### src/core/sspp_params.svh
// constants of the synthesizer serial programming port
// assumes one clock domain; included by bare name where needed
`ifndef SSPP_PARAMS_SVH
`define SSPP_PARAMS_SVH

// serial word layout: data field shifted first, address field last
`define SSPP_WORD_W      22
`define SSPP_DATA_W      18
`define SSPP_ADDR_W      4
`define SSPP_ADDR_LSB    0
`define SSPP_DATA_LSB    4

// internal register addresses
`define SSPP_ADDR_MAIN   4'h0
`define SSPP_ADDR_PWR    4'h2
`define SSPP_ADDR_RF1_N  4'h3
`define SSPP_ADDR_RF2_N  4'h4
`define SSPP_ADDR_IF_N   4'h5
`define SSPP_ADDR_RF1_R  4'h6
`define SSPP_ADDR_RF2_R  4'h7
`define SSPP_ADDR_IF_R   4'h8

// field positions inside the data field
`define SSPP_PWR_RF_BIT  0
`define SSPP_PWR_IF_BIT  1
`define SSPP_IFDIV_LSB   10
`define SSPP_IFDIV_W     2

// reset values
`define SSPP_PWR_RST     1'b1
`define SSPP_IFDIV_RST   2'h0
`define SSPP_RF1_SEL_RST 1'b1
// synchroniser reset at pin idle levels: powerdown and strobe high, clock and data low
`define SSPP_PIN_RST     4'hc

// self-tune length in phase-detector update periods
`define SSPP_TUNE_PERIODS 13

`endif

### src/core/sspp_pkg.sv
// types shared by the serial programming port files
// assumes sspp_params.svh is available on the include path
package sspp_pkg;

    // output divide codes for the if path: 1, 2, 4, 8
    typedef enum logic [1:0] {
        SSPP_DIV1,
        SSPP_DIV2,
        SSPP_DIV4,
        SSPP_DIV8
    } sspp_if_div_t;

    // self-tune sequencer states
    typedef enum logic {
        SSPP_TUNE_IDLE,
        SSPP_TUNE_RUN
    } sspp_tune_state_t;

endpackage

### src/core/sspp_top.sv
// serial programming port of a triple-loop synthesizer with the control
// behaviour that register writes trigger: rf loop select, power, if divide
// and self-tune sequencing
// assumes sclk, serial_in, load_strobe_n and powerdown_pin_n are pins from
// outside the clk domain, sclk well below clk/4; pd ticks come from clk logic
//
// Notes on behaviour
// - a word is 22 bits: 18-bit data field plus 4-bit register address
// - with the strobe low, serial data shifts in on each rising shift clock
// - strobe rising edge copies the data field into the addressed register
// - with the strobe high, shift clock and data are ignored, shifter holds
// - extra leading bits fall out; only the last 22 bits are kept
// - only one rf loop active; the last one whose register was written
// - self-tune starts on loop powerup by pin or write, and on new frequency
// - if output divider selects divide by one, two, four or eight
// - two power bits in one register: one powers a loop up, zero down
// - self-tune lasts the first 13 update periods before the loop takes over
`timescale 1ns/100ps
`include "sspp_params.svh"

module sspp_top #(
    parameter int WORD_W       = `SSPP_WORD_W,
    parameter int TUNE_PERIODS = `SSPP_TUNE_PERIODS
) (
    input  wire logic                    clk,
    input  wire logic                    rstn,
    input  wire logic                    sclk,
    input  wire logic                    serial_in,
    input  wire logic                    load_strobe_n,
    input  wire logic                    powerdown_pin_n,
    input  wire logic                    pd_tick_rf,
    input  wire logic                    pd_tick_if,
    output logic                         rf1_active,
    output logic                         rf2_active,
    output logic                         rf_loop_on,
    output logic                         if_loop_on,
    output logic [`SSPP_IFDIV_W-1:0]     if_div_sel,
    output logic                         rf_tuning,
    output logic                         if_tuning,
    output logic                         wr_stb,
    output logic [`SSPP_ADDR_W-1:0]      wr_addr,
    output logic [`SSPP_DATA_W-1:0]      wr_data
);

    // two-flop synchronisers for the four pins; stage one feeds stage two only
    logic [3:0] pin_s1_r;
    logic [3:0] pin_s2_r;
    logic [3:0] pin_prev_r;
    logic       sclk_s;
    logic       sdat_s;
    logic       strb_n_s;
    logic       pdn_n_s;

    always_ff @(posedge clk) begin
        if (!rstn) begin
            pin_s1_r   <= `SSPP_PIN_RST; // idle levels, so no false edge after reset
            pin_s2_r   <= `SSPP_PIN_RST;
            pin_prev_r <= `SSPP_PIN_RST;
        end else begin
            pin_s1_r   <= {powerdown_pin_n, load_strobe_n, serial_in, sclk};
            pin_s2_r   <= pin_s1_r;
            pin_prev_r <= pin_s2_r;
        end
    end

    assign sclk_s   = pin_s2_r[0];
    assign sdat_s   = pin_s2_r[1];
    assign strb_n_s = pin_s2_r[2];
    assign pdn_n_s  = pin_s2_r[3];

    // edge detection on the synchronised copies
    logic sclk_rise;
    logic strb_rise;

    assign sclk_rise = sclk_s & ~pin_prev_r[0];
    assign strb_rise = strb_n_s & ~pin_prev_r[2];

    // shifter and write strobe
    logic [WORD_W-1:0]       shift_r;
    logic [WORD_W-1:0]       shift_nxt;
    logic                    wr_stb_r;
    logic                    wr_stb_nxt;
    logic [`SSPP_ADDR_W-1:0] wr_addr_r;
    logic [`SSPP_ADDR_W-1:0] wr_addr_nxt;
    logic [`SSPP_DATA_W-1:0] wr_data_r;
    logic [`SSPP_DATA_W-1:0] wr_data_nxt;

    // a shift register of exactly one word drops older bits by itself
    always_comb begin
        shift_nxt   = shift_r;
        wr_stb_nxt  = 1'b0;
        wr_addr_nxt = wr_addr_r;
        wr_data_nxt = wr_data_r;
        if (!strb_n_s && sclk_rise) begin
            shift_nxt = {shift_r[WORD_W-2:0], sdat_s};
        end
        if (strb_rise) begin
            wr_stb_nxt  = 1'b1;
            wr_addr_nxt = shift_r[`SSPP_ADDR_LSB +: `SSPP_ADDR_W];
            wr_data_nxt = shift_r[`SSPP_DATA_LSB +: `SSPP_DATA_W];
        end
    end

    always_ff @(posedge clk) begin
        if (!rstn) begin
            shift_r   <= '0;
            wr_stb_r  <= 1'b0;
            wr_addr_r <= '0;
            wr_data_r <= '0;
        end else begin
            shift_r   <= shift_nxt;
            wr_stb_r  <= wr_stb_nxt;
            wr_addr_r <= wr_addr_nxt;
            wr_data_r <= wr_data_nxt;
        end
    end

    // control state updated from the latched word one cycle after strobe
    logic                        rf1_sel_r;
    logic                        rf1_sel_nxt;
    logic                        rf2_sel_r;
    logic                        rf2_sel_nxt;
    logic                        pwr_rf_r;
    logic                        pwr_rf_nxt;
    logic                        pwr_if_r;
    logic                        pwr_if_nxt;
    sspp_pkg::sspp_if_div_t      if_div_r;
    sspp_pkg::sspp_if_div_t      if_div_nxt;
    logic                        rf_on_r;
    logic                        rf_on_nxt;
    logic                        if_on_r;
    logic                        if_on_nxt;
    logic                        rf_freq_r;
    logic                        rf_freq_nxt;
    logic                        if_freq_r;
    logic                        if_freq_nxt;

    always_comb begin
        rf1_sel_nxt = rf1_sel_r;
        pwr_rf_nxt  = pwr_rf_r;
        pwr_if_nxt  = pwr_if_r;
        if_div_nxt  = if_div_r;
        rf_freq_nxt = 1'b0;
        if_freq_nxt = 1'b0;
        if (wr_stb_r) begin
            unique case (wr_addr_r)
                `SSPP_ADDR_RF1_N, `SSPP_ADDR_RF1_R: begin
                    rf1_sel_nxt = 1'b1;
                    rf_freq_nxt = 1'b1;
                end
                `SSPP_ADDR_RF2_N, `SSPP_ADDR_RF2_R: begin
                    rf1_sel_nxt = 1'b0;
                    rf_freq_nxt = 1'b1;
                end
                `SSPP_ADDR_IF_N, `SSPP_ADDR_IF_R: begin
                    if_freq_nxt = 1'b1;
                end
                `SSPP_ADDR_PWR: begin
                    pwr_rf_nxt = wr_data_r[`SSPP_PWR_RF_BIT];
                    pwr_if_nxt = wr_data_r[`SSPP_PWR_IF_BIT];
                end
                `SSPP_ADDR_MAIN: begin
                    if_div_nxt = sspp_pkg::sspp_if_div_t'(
                        wr_data_r[`SSPP_IFDIV_LSB +: `SSPP_IFDIV_W]);
                end
                default: begin
                end
            endcase
        end
        // rf2 select in its own flop so both selects leave the block registered
        rf2_sel_nxt = ~rf1_sel_nxt;
        // loop power combines its control bit with the powerdown pin
        rf_on_nxt = pwr_rf_nxt & pdn_n_s;
        if_on_nxt = pwr_if_nxt & pdn_n_s;
    end

    always_ff @(posedge clk) begin
        if (!rstn) begin
            rf1_sel_r <= `SSPP_RF1_SEL_RST;
            rf2_sel_r <= ~`SSPP_RF1_SEL_RST;
            pwr_rf_r  <= `SSPP_PWR_RST;
            pwr_if_r  <= `SSPP_PWR_RST;
            if_div_r  <= sspp_pkg::sspp_if_div_t'(`SSPP_IFDIV_RST);
            rf_on_r   <= 1'b0;
            if_on_r   <= 1'b0;
            rf_freq_r <= 1'b0;
            if_freq_r <= 1'b0;
        end else begin
            rf1_sel_r <= rf1_sel_nxt;
            rf2_sel_r <= rf2_sel_nxt;
            pwr_rf_r  <= pwr_rf_nxt;
            pwr_if_r  <= pwr_if_nxt;
            if_div_r  <= if_div_nxt;
            rf_on_r   <= rf_on_nxt;
            if_on_r   <= if_on_nxt;
            rf_freq_r <= rf_freq_nxt;
            if_freq_r <= if_freq_nxt;
        end
    end

    // tune start on powerup edge, or on a new frequency while powered;
    // a frequency write to a dark loop is picked up by its later powerup
    logic [1:0] loop_on;
    logic [1:0] loop_on_nxt;
    logic [1:0] loop_freq;
    logic [1:0] loop_tick;
    logic [1:0] loop_busy;

    assign loop_on     = {if_on_r, rf_on_r};
    assign loop_on_nxt = {if_on_nxt, rf_on_nxt};
    assign loop_freq   = {if_freq_r, rf_freq_r};
    assign loop_tick   = {pd_tick_if, pd_tick_rf};

    genvar gi;
    generate
        for (gi = 0; gi < 2; gi++) begin : g_loop
            logic tune_start;
            assign tune_start = (loop_on_nxt[gi] & ~loop_on[gi])
                              | (loop_freq[gi] & loop_on[gi]);
            sspp_tune_timer #(
                .PERIODS (TUNE_PERIODS)
            ) u_tune (
                .clk     (clk),
                .rstn    (rstn),
                .start   (tune_start),
                .abort   (~loop_on_nxt[gi]), // next value: a powerup start is not cancelled
                .pd_tick (loop_tick[gi]),
                .busy    (loop_busy[gi])
            );
        end
    endgenerate

    // outputs straight from flip-flops
    assign rf1_active = rf1_sel_r;
    assign rf2_active = rf2_sel_r;
    assign rf_loop_on = rf_on_r;
    assign if_loop_on = if_on_r;
    assign if_div_sel = if_div_r;
    assign rf_tuning  = loop_busy[0];
    assign if_tuning  = loop_busy[1];
    assign wr_stb     = wr_stb_r;
    assign wr_addr    = wr_addr_r;
    assign wr_data    = wr_data_r;

endmodule // sspp_top

### src/core/sspp_tune_timer.sv
// self-tune sequencer for one loop: holds busy for a fixed number of
// phase-detector update periods after a start request
// assumes start, abort and pd_tick are same-clock one-cycle pulses/levels
`timescale 1ns/100ps
`include "sspp_params.svh"

module sspp_tune_timer #(
    parameter int PERIODS = `SSPP_TUNE_PERIODS
) (
    input  wire logic clk,
    input  wire logic rstn,
    input  wire logic start,
    input  wire logic abort,
    input  wire logic pd_tick,
    output logic      busy
);

    localparam int CW = $clog2(PERIODS + 1);

    sspp_pkg::sspp_tune_state_t state_r;
    sspp_pkg::sspp_tune_state_t state_nxt;
    logic [CW-1:0]              cnt_r;
    logic [CW-1:0]              cnt_nxt;
    logic                       busy_r;
    logic                       busy_nxt;

    // a new start restarts the count, so a retune ends early only on abort
    always_comb begin
        state_nxt = state_r;
        cnt_nxt   = cnt_r;
        unique case (state_r)
            sspp_pkg::SSPP_TUNE_IDLE: begin
                if (start && !abort) begin
                    state_nxt = sspp_pkg::SSPP_TUNE_RUN;
                    cnt_nxt   = CW'(PERIODS);
                end
            end
            sspp_pkg::SSPP_TUNE_RUN: begin
                if (abort) begin
                    state_nxt = sspp_pkg::SSPP_TUNE_IDLE;
                    cnt_nxt   = '0;
                end else if (start) begin
                    cnt_nxt = CW'(PERIODS);
                end else if (pd_tick) begin
                    cnt_nxt = cnt_r - CW'(1);
                    if (cnt_r == CW'(1)) begin
                        state_nxt = sspp_pkg::SSPP_TUNE_IDLE;
                    end
                end
            end
        endcase
        busy_nxt = (state_nxt == sspp_pkg::SSPP_TUNE_RUN);
    end

    // state registers
    always_ff @(posedge clk) begin
        if (!rstn) begin
            state_r <= sspp_pkg::SSPP_TUNE_IDLE;
            cnt_r   <= '0;
            busy_r  <= 1'b0;
        end else begin
            state_r <= state_nxt;
            cnt_r   <= cnt_nxt;
            busy_r  <= busy_nxt;
        end
    end

    assign busy = busy_r;

endmodule // sspp_tune_timer

### config.mk
export PLATFORM = sky130hd
export DESIGN_NAME = sspp_top
export DESIGN_NICKNAME = d
export VERILOG_FILES = /design/src/core/sspp_pkg.sv /design/src/core/sspp_top.sv /design/src/core/sspp_tune_timer.sv
export VERILOG_INCLUDE_DIRS = /design/src /design/src/core
export SDC_FILE = /design/constraint.sdc
export NUM_CORES = 1
export LEC_CHECK = 0
export BUFFER_PORTS_ARGS = -buffer_cell sky130_fd_sc_hd__buf_2
export CORE_ASPECT_RATIO = 0.5
export CORE_MARGIN = 1
export CORE_UTILIZATION = 40
export DETAILED_ROUTE_END_ITERATION = 16
export GPL_ROUTABILITY_DRIVEN = 0
export PLACE_DENSITY_LB_ADDON = 0.25
export SLEW_MARGIN = 10
export SYNTH_ARGS = -nofsm -noshare
export SYNTH_HDL_FRONTEND = slang
export SYNTH_SLANG_ARGS = --single-unit
### constraint.sdc
create_clock -name clk -period 1.7 [get_ports clk]
set_input_delay 0.085 -clock clk [delete_from_list [all_inputs] [get_ports clk]]
set_output_delay 0.085 -clock clk [all_outputs]
set_load 0.01 [all_outputs]
== After elaboration in Yosys (flattened, before gate mapping) ==
Index checks and enable logic that the tools add are counted.

* Add/sub/neg operators: 2
* Equal/unequal tests: 13
* Bitwise operators: 17
* Mux-type cells: 31
* Reductions and logical operators: 13

{| class="wikitable"
|+ Operator list
! kind !! count
|-
| $mux W4 || 8
|-
| $mux W1 || 18
|-
| $eq A4 B3 Y1 const B || 4
|-
| $pmux W4 S2 || 2
|-
| $and A1 B1 Y1 || 8
|-
| $eq A4 B1 Y1 const B || 2
|-
| $eq A4 B2 Y1 const B || 2
|-
| $ne A4 B3 Y1 const B || 2
|-
| $reduce_and A2 Y1 || 4
|-
| $sub A4 B1 Y4 const B || 2
|-
| $not A1 Y1 || 7
|-
| $pmux W1 S2 || 3
|-
| $reduce_or A2 Y1 || 3
|-
| $eq A4 B4 Y1 const B || 1
|-
| $logic_not A4 Y1 || 1
|-
| $ne A2 B1 Y1 const B || 2
|-
| $reduce_or A4 Y1 || 1
|-
| $logic_and A1 B1 Y1 || 3
|-
| $or A1 B1 Y1 || 2
|-
| $logic_not A1 Y1 || 1
|}

* Bits of input ports: 8
* Bits in registers: 76

== Logic depth before layout (Yosys ltp) ==
* Word-level depth: 9
* Mapped depth: 6
* Depth with buffers taken out: 6

== Hierarchy ==
A second synthesis with hierarchy kept.

* Cells, all modules: 339
* Area, all modules: 2996.6 µm²

{| class="wikitable"
|+ Modules (own cells, without submodules)
! module !! cells an instance !! sequential area each (µm²) !! instances !! area each (µm²)
|-
| sspp_top || 275 || 1301.2 || 1 || 2438.6
|-
| sspp_tune_timer || 32 || 100.1 || 2 || 279.0
|}

== Worst setup path after synthesis ==
Ideal clock, no wire load.

* Kind: flip-flop to flip-flop
* Start: register wr_addr_r[1], in the netlist wr_addr[1]
* End: register g_loop[1].u_tune.cnt_r[1]
* Stages on the path, launching flop included: 5
* Setup slack: 216 ps
* Required time: 1604 ps
* Period minus slack after synthesis: 1484 ps
* Path buffers: 0
* Setup time: 96 ps
* Arrival: 1388 ps
* Path through: dfxtp_1 and3b_2 nand2_4 o311a_4 o41ai_2

* Longest elaborated chain between the ends: 9
* Elaborated cells on any way between the ends: 13
* Classes of those cells: 3 x eq/ne; 5 x mux; 3 x bitwise; 2 x reduce/logical

{| class="wikitable"
|+ RTL lines
! element !! line !! text
|-
| from (decl) || sspp_top.sv:83 || <nowiki>logic [`SSPP_ADDR_W-1:0] wr_addr_r;</nowiki>
|-
| from (signal assigned) || sspp_top.sv:113 || <nowiki>wr_addr_r <= wr_addr_nxt;</nowiki>
|-
| $eq A4 B2 Y1 * || sspp_top.sv:146 || <nowiki>unique case (wr_addr_r)</nowiki>
|-
| $mux W1 * || sspp_top.sv:146 ||
|-
| $mux W1 * || sspp_top.sv:145 || <nowiki>if (wr_stb_r) begin</nowiki>
|-
| $and A1 B1 Y1 * || sspp_top.sv:174 || <nowiki>if_on_nxt = pwr_if_nxt & pdn_n_s;</nowiki>
|-
| $and A1 B1 Y1 || sspp_top.sv:218 || <nowiki>assign tune_start = (loop_on_nxt[gi] & ~loop_on[gi])</nowiki>
|-
| $or A1 B1 Y1 || sspp_top.sv:219 || <nowiki>| (loop_freq[gi] & loop_on[gi]);</nowiki>
|-
| $mux W4 or $logic_and A1 B1 Y1 (tied branches) || sspp_tune_timer.sv:42, sspp_tune_timer.sv:33 ||
|-
| $mux W4 or $ne A2 B1 Y1 (tied branches) || - ||
|-
| $pmux W4 S2 or $reduce_and A2 Y1 (tied branches) || - ||
|-
| to (signal assigned) || sspp_tune_timer.sv:63 || <nowiki>cnt_r <= cnt_nxt;</nowiki>
|-
| to (decl) || sspp_tune_timer.sv:22 || <nowiki>logic [CW-1:0] cnt_r;</nowiki>
|}

Mark *: on every way between the ends. The rest lies on a longest branch, timed or not.
A chain may end at the register's enable or synchronous reset.

== Final worst setup path ==
Same ends and word-level chain as after synthesis.

==> reports/qor.tcl <==
set qor(run_status) {finished, final reports clean}
set qor(finalSetupTns_ns) 0
set qor(cp.arrival_ns) 1.80
set qor(hpwl_mm) 3.94
set qor(synthDistinctLibCells) 45
set qor(final_core_util_pct) 51.5
set qor(rrSetupSlack_ns) 0.12
set qor(mappedNetlistArea_mm2) 0.00292
set qor(die_h_um) 62.4
set qor(cts_hold_repair.buffers) 4
set qor(commonest_cells_in_the_synthesized_netlist) {nand2_1, dfxtp_1, a21oi_1}
set qor(grt_pass1_wl_mm) 10.5
set qor(slew_viol_final) 0
set qor(finalHoldViolCount) 0
set qor(worstSkewPairLatency_ns) 0.33
set qor(yosys_warnings) 0
set qor(ys_async_sr_fraction_pct) 0
set qor(cts-root-to-sink-buffers) 2
set qor(irDropWorstVdd_mv) 0.632
set qor(globalRouteMet2Util_pct) 31.8
set qor(grt_setup_unrepaired) {no}
set qor(timing.rr.end) {g_loop[1].u_tune.cnt_r[1]}
set qor(gr-total-overflow) 0
set qor(syn_area_cell_um2) 8.47
set qor(synthCells) 345
set qor(worst-slew-pin-transition_ns) 0.466
set qor(fp.dieW_um) 123
set qor(worst_r2r_path_depth) 4
set qor(i_o_pin_count) 39
set qor(number_of_global_route_vias_before_repair) 2385
set qor(synth_top_area_share_pct) 51.4
set qor(via_count) 2427
set qor(ys_ff_latch) 75
set qor(initial_cell_density_of_the_core_pct) 42.6
set qor(worst_rel_slew_slack_pct) 68.8
set qor(max_fanout_on_critical_path) 8
set qor(clk_pin_slew_ns) 0.06
set qor(number_of_vias_per_cell) 5.02
set qor(setup_violations) 0
set qor(antenna_violations_before_repair) 0
set qor(critical_path_required_ns) 1.92
set qor(postCtsSetupBuffers) 0
set qor(critical_path_source) {wr_addr[1]}
set qor(ctsRootBufferMaster) {clkbuf_16}
set qor(drtPass1Iterations) 4
set qor(grtUsageMet3_pct) 5.29
set qor(layer_with_the_highest_usage) {met2}
set qor(synth.net_count) 357
set qor(io_buffers) 38
set qor(count_of_flip_flops_with_a_built_in_enable_after_synthesis) 0
set qor(synth_largest_area_cell) {dfxtp_1}
set qor(total_leakage_power_nw) 1.36
set qor(finalCriticalPeriod_ns) 1.58
set qor(crit_end) {g_loop[1].u_tune.cnt_r[1]}
set qor(die_area_mm2) 0.00767
set qor(post-synth-top-count-cell) {nand2_1}
set qor(clock_buffers_created_by_tritoncts) 9
set qor(route.detailed.wl_per_inst_um) 12.3
set qor(pwr_density_cell_mw_per_mm2) 1070
set qor(grt_use_met1_pct) 18.8
set qor(timing.setup.critical_path_class) {register to register}
set qor(drc_marker_count_from_the_first_detailed_route_iteration) 179
set qor(synth_top_flop_cell) {dfxtp_1}
set qor(holdCritPathClass) {primary input to register}
set qor(area_delta_synth_final_pct) 20.8
set qor(detail_route.wirelength_mm) 5.94
set qor(grt_start_max_net_pins) 48
set qor(nets) 398
set qor(route.antenna.remaining_nets) 0
set qor(cp-start-kind) {register}
set qor(post_synth_main_area_contributors) {dfxtp_1, nand2_1, a21oi_1}
set qor(diodes) 0
set qor(cts-htree-levels) 3
set qor(worst_setup_path_end_kind) {register}
set qor(total_grt_usage_pct) 17.2
set qor(post-route-drc-count) 0
set qor(std_cell_rows) 21
set qor(post-route-period-util_pct) 93.1
set qor(cts_resized) 0
set qor(rr_startpoint) {wr_addr[1]}
set qor(tritoncts_num_sinks) 75
set qor(drive_gt1_share_pct) 18.4
set qor(fill_cells) 664
set qor(timing.fmax_mhz) 632
set qor(placeable_core_region_mm2) 0.00686
set qor(timing.max_cap.violations) 0
set qor(skew_ns) 0.00661
set qor(ys_seq_area_share_pct) 51.4
set qor(tritoncts_clock_tree) {built}
registers in the layout, indices dropped and copies added (netlist names), 2 cells and up:
register / cells
wr_addr: 4
pin_s1_r: 4
pin_prev_r: 2
g_loop.u_tune.state_r: 2
shift_r: 22
pin_s2_r: 4
g_loop.u_tune.cnt_r: 8
if_div_sel: 2
wr_data: 18
metal layers:
layer | up-vias | part of all wire (%)
li1 | 1251 | -
met1 | 1127 | 45
met2 | 44 | 50
met3 | 5 | 4.2
met4 | 0 | 0.86
met5 | - | 0
logic make-up (layout without fill, tap and decap cells):
family	count (synthesis)	in the layout	synth area share, %
AO/OA/AOI/OAI	83	83	17.3
XOR/XNOR	4	4	1.20
adder cells (fa/ha/maj)	4	4	1.71
buffers and inverters	27	73	3.47
flip-flops	75	75	51.4
multiplexers	3	3	1.07
AND/OR/NAND/NOR	149	149	23.9
per-stage QoR:
step / hold slack (ns) / instances / setup slack (ns) / power (mW) / cell area [um^2]
3_5_place_dp: 0.271 / 463 / 0.147 / 2.07 / 3210
3_3_place_gp: 0.265 / 463 / 0.217 / 2.07 / 3210
5_1_grt: 0.148 / 483 / 0.00921 / 3.93 / 3530
6_report: 0.131 / 483 / 0.117 / 3.78 / 3530
4_1_cts: 0.117 / 483 / 0.125 / 3.83 / 3530
2_1_floorplan: 0.186 / 345 / 0.216 / 2.01 / 2920
final cells by class:
class	instances	area (um^2)	area share, %
clock inverters	6	50.0	1.42
inverters	9	33.8	0.957
multi-input cells	243	1320	37.5
well taps	92	115	3.26
flip-flops and latches	75	1500	42.6
clock buffers	10	229	6.49
repair buffers	48	275	7.80
where the power goes:
group          internal (mW)  total, mW  switching (mW)
logic                 0.0882      0.209           0.121
clock network           1.00       1.73           0.730
registers               1.80       1.84          0.0373
how the worst min path moves through the flow:
stage	start	end	slack [ns]	cells after the start
final	pd_tick_rf	g_loop[0].u_tune.cnt_r[1]	0.13	3
after CTS	pd_tick_rf	g_loop[0].u_tune.cnt_r[1]	0.12	3
after floorplan	load_strobe_n	pin_s1_r[2]	0.19	1
after global placement	powerdown_pin_n	pin_s1_r[3]	0.26	2
after detailed placement	load_strobe_n	pin_s1_r[2]	0.27	2
after global routing	pd_tick_rf	g_loop[0].u_tune.cnt_r[1]	0.15	3
layout by cell type (no fill, tap or decap), types with 4 or more instances in the layout:
cell type and count:
o21ai_0 5, dlygate4sd3_1 4, ha_1 4, a21oi_1 54
buf_2 38, a31oi_1 4, clkbuf_16 9, and2_1 5
nor2_1 8, inv_1 8, buf_4 6, dfxtp_1 75
nand3_1 4, nand2_1 102, nand2b_1 8
critical path: stages, from the launching register on:
cell,delay (ns)
dfxtp_1,0.43
and3b_2,0.28
nand2_4,0.09
o311a_4,0.39
o41ai_2,0.29
(Power assumes the default switching activity.)
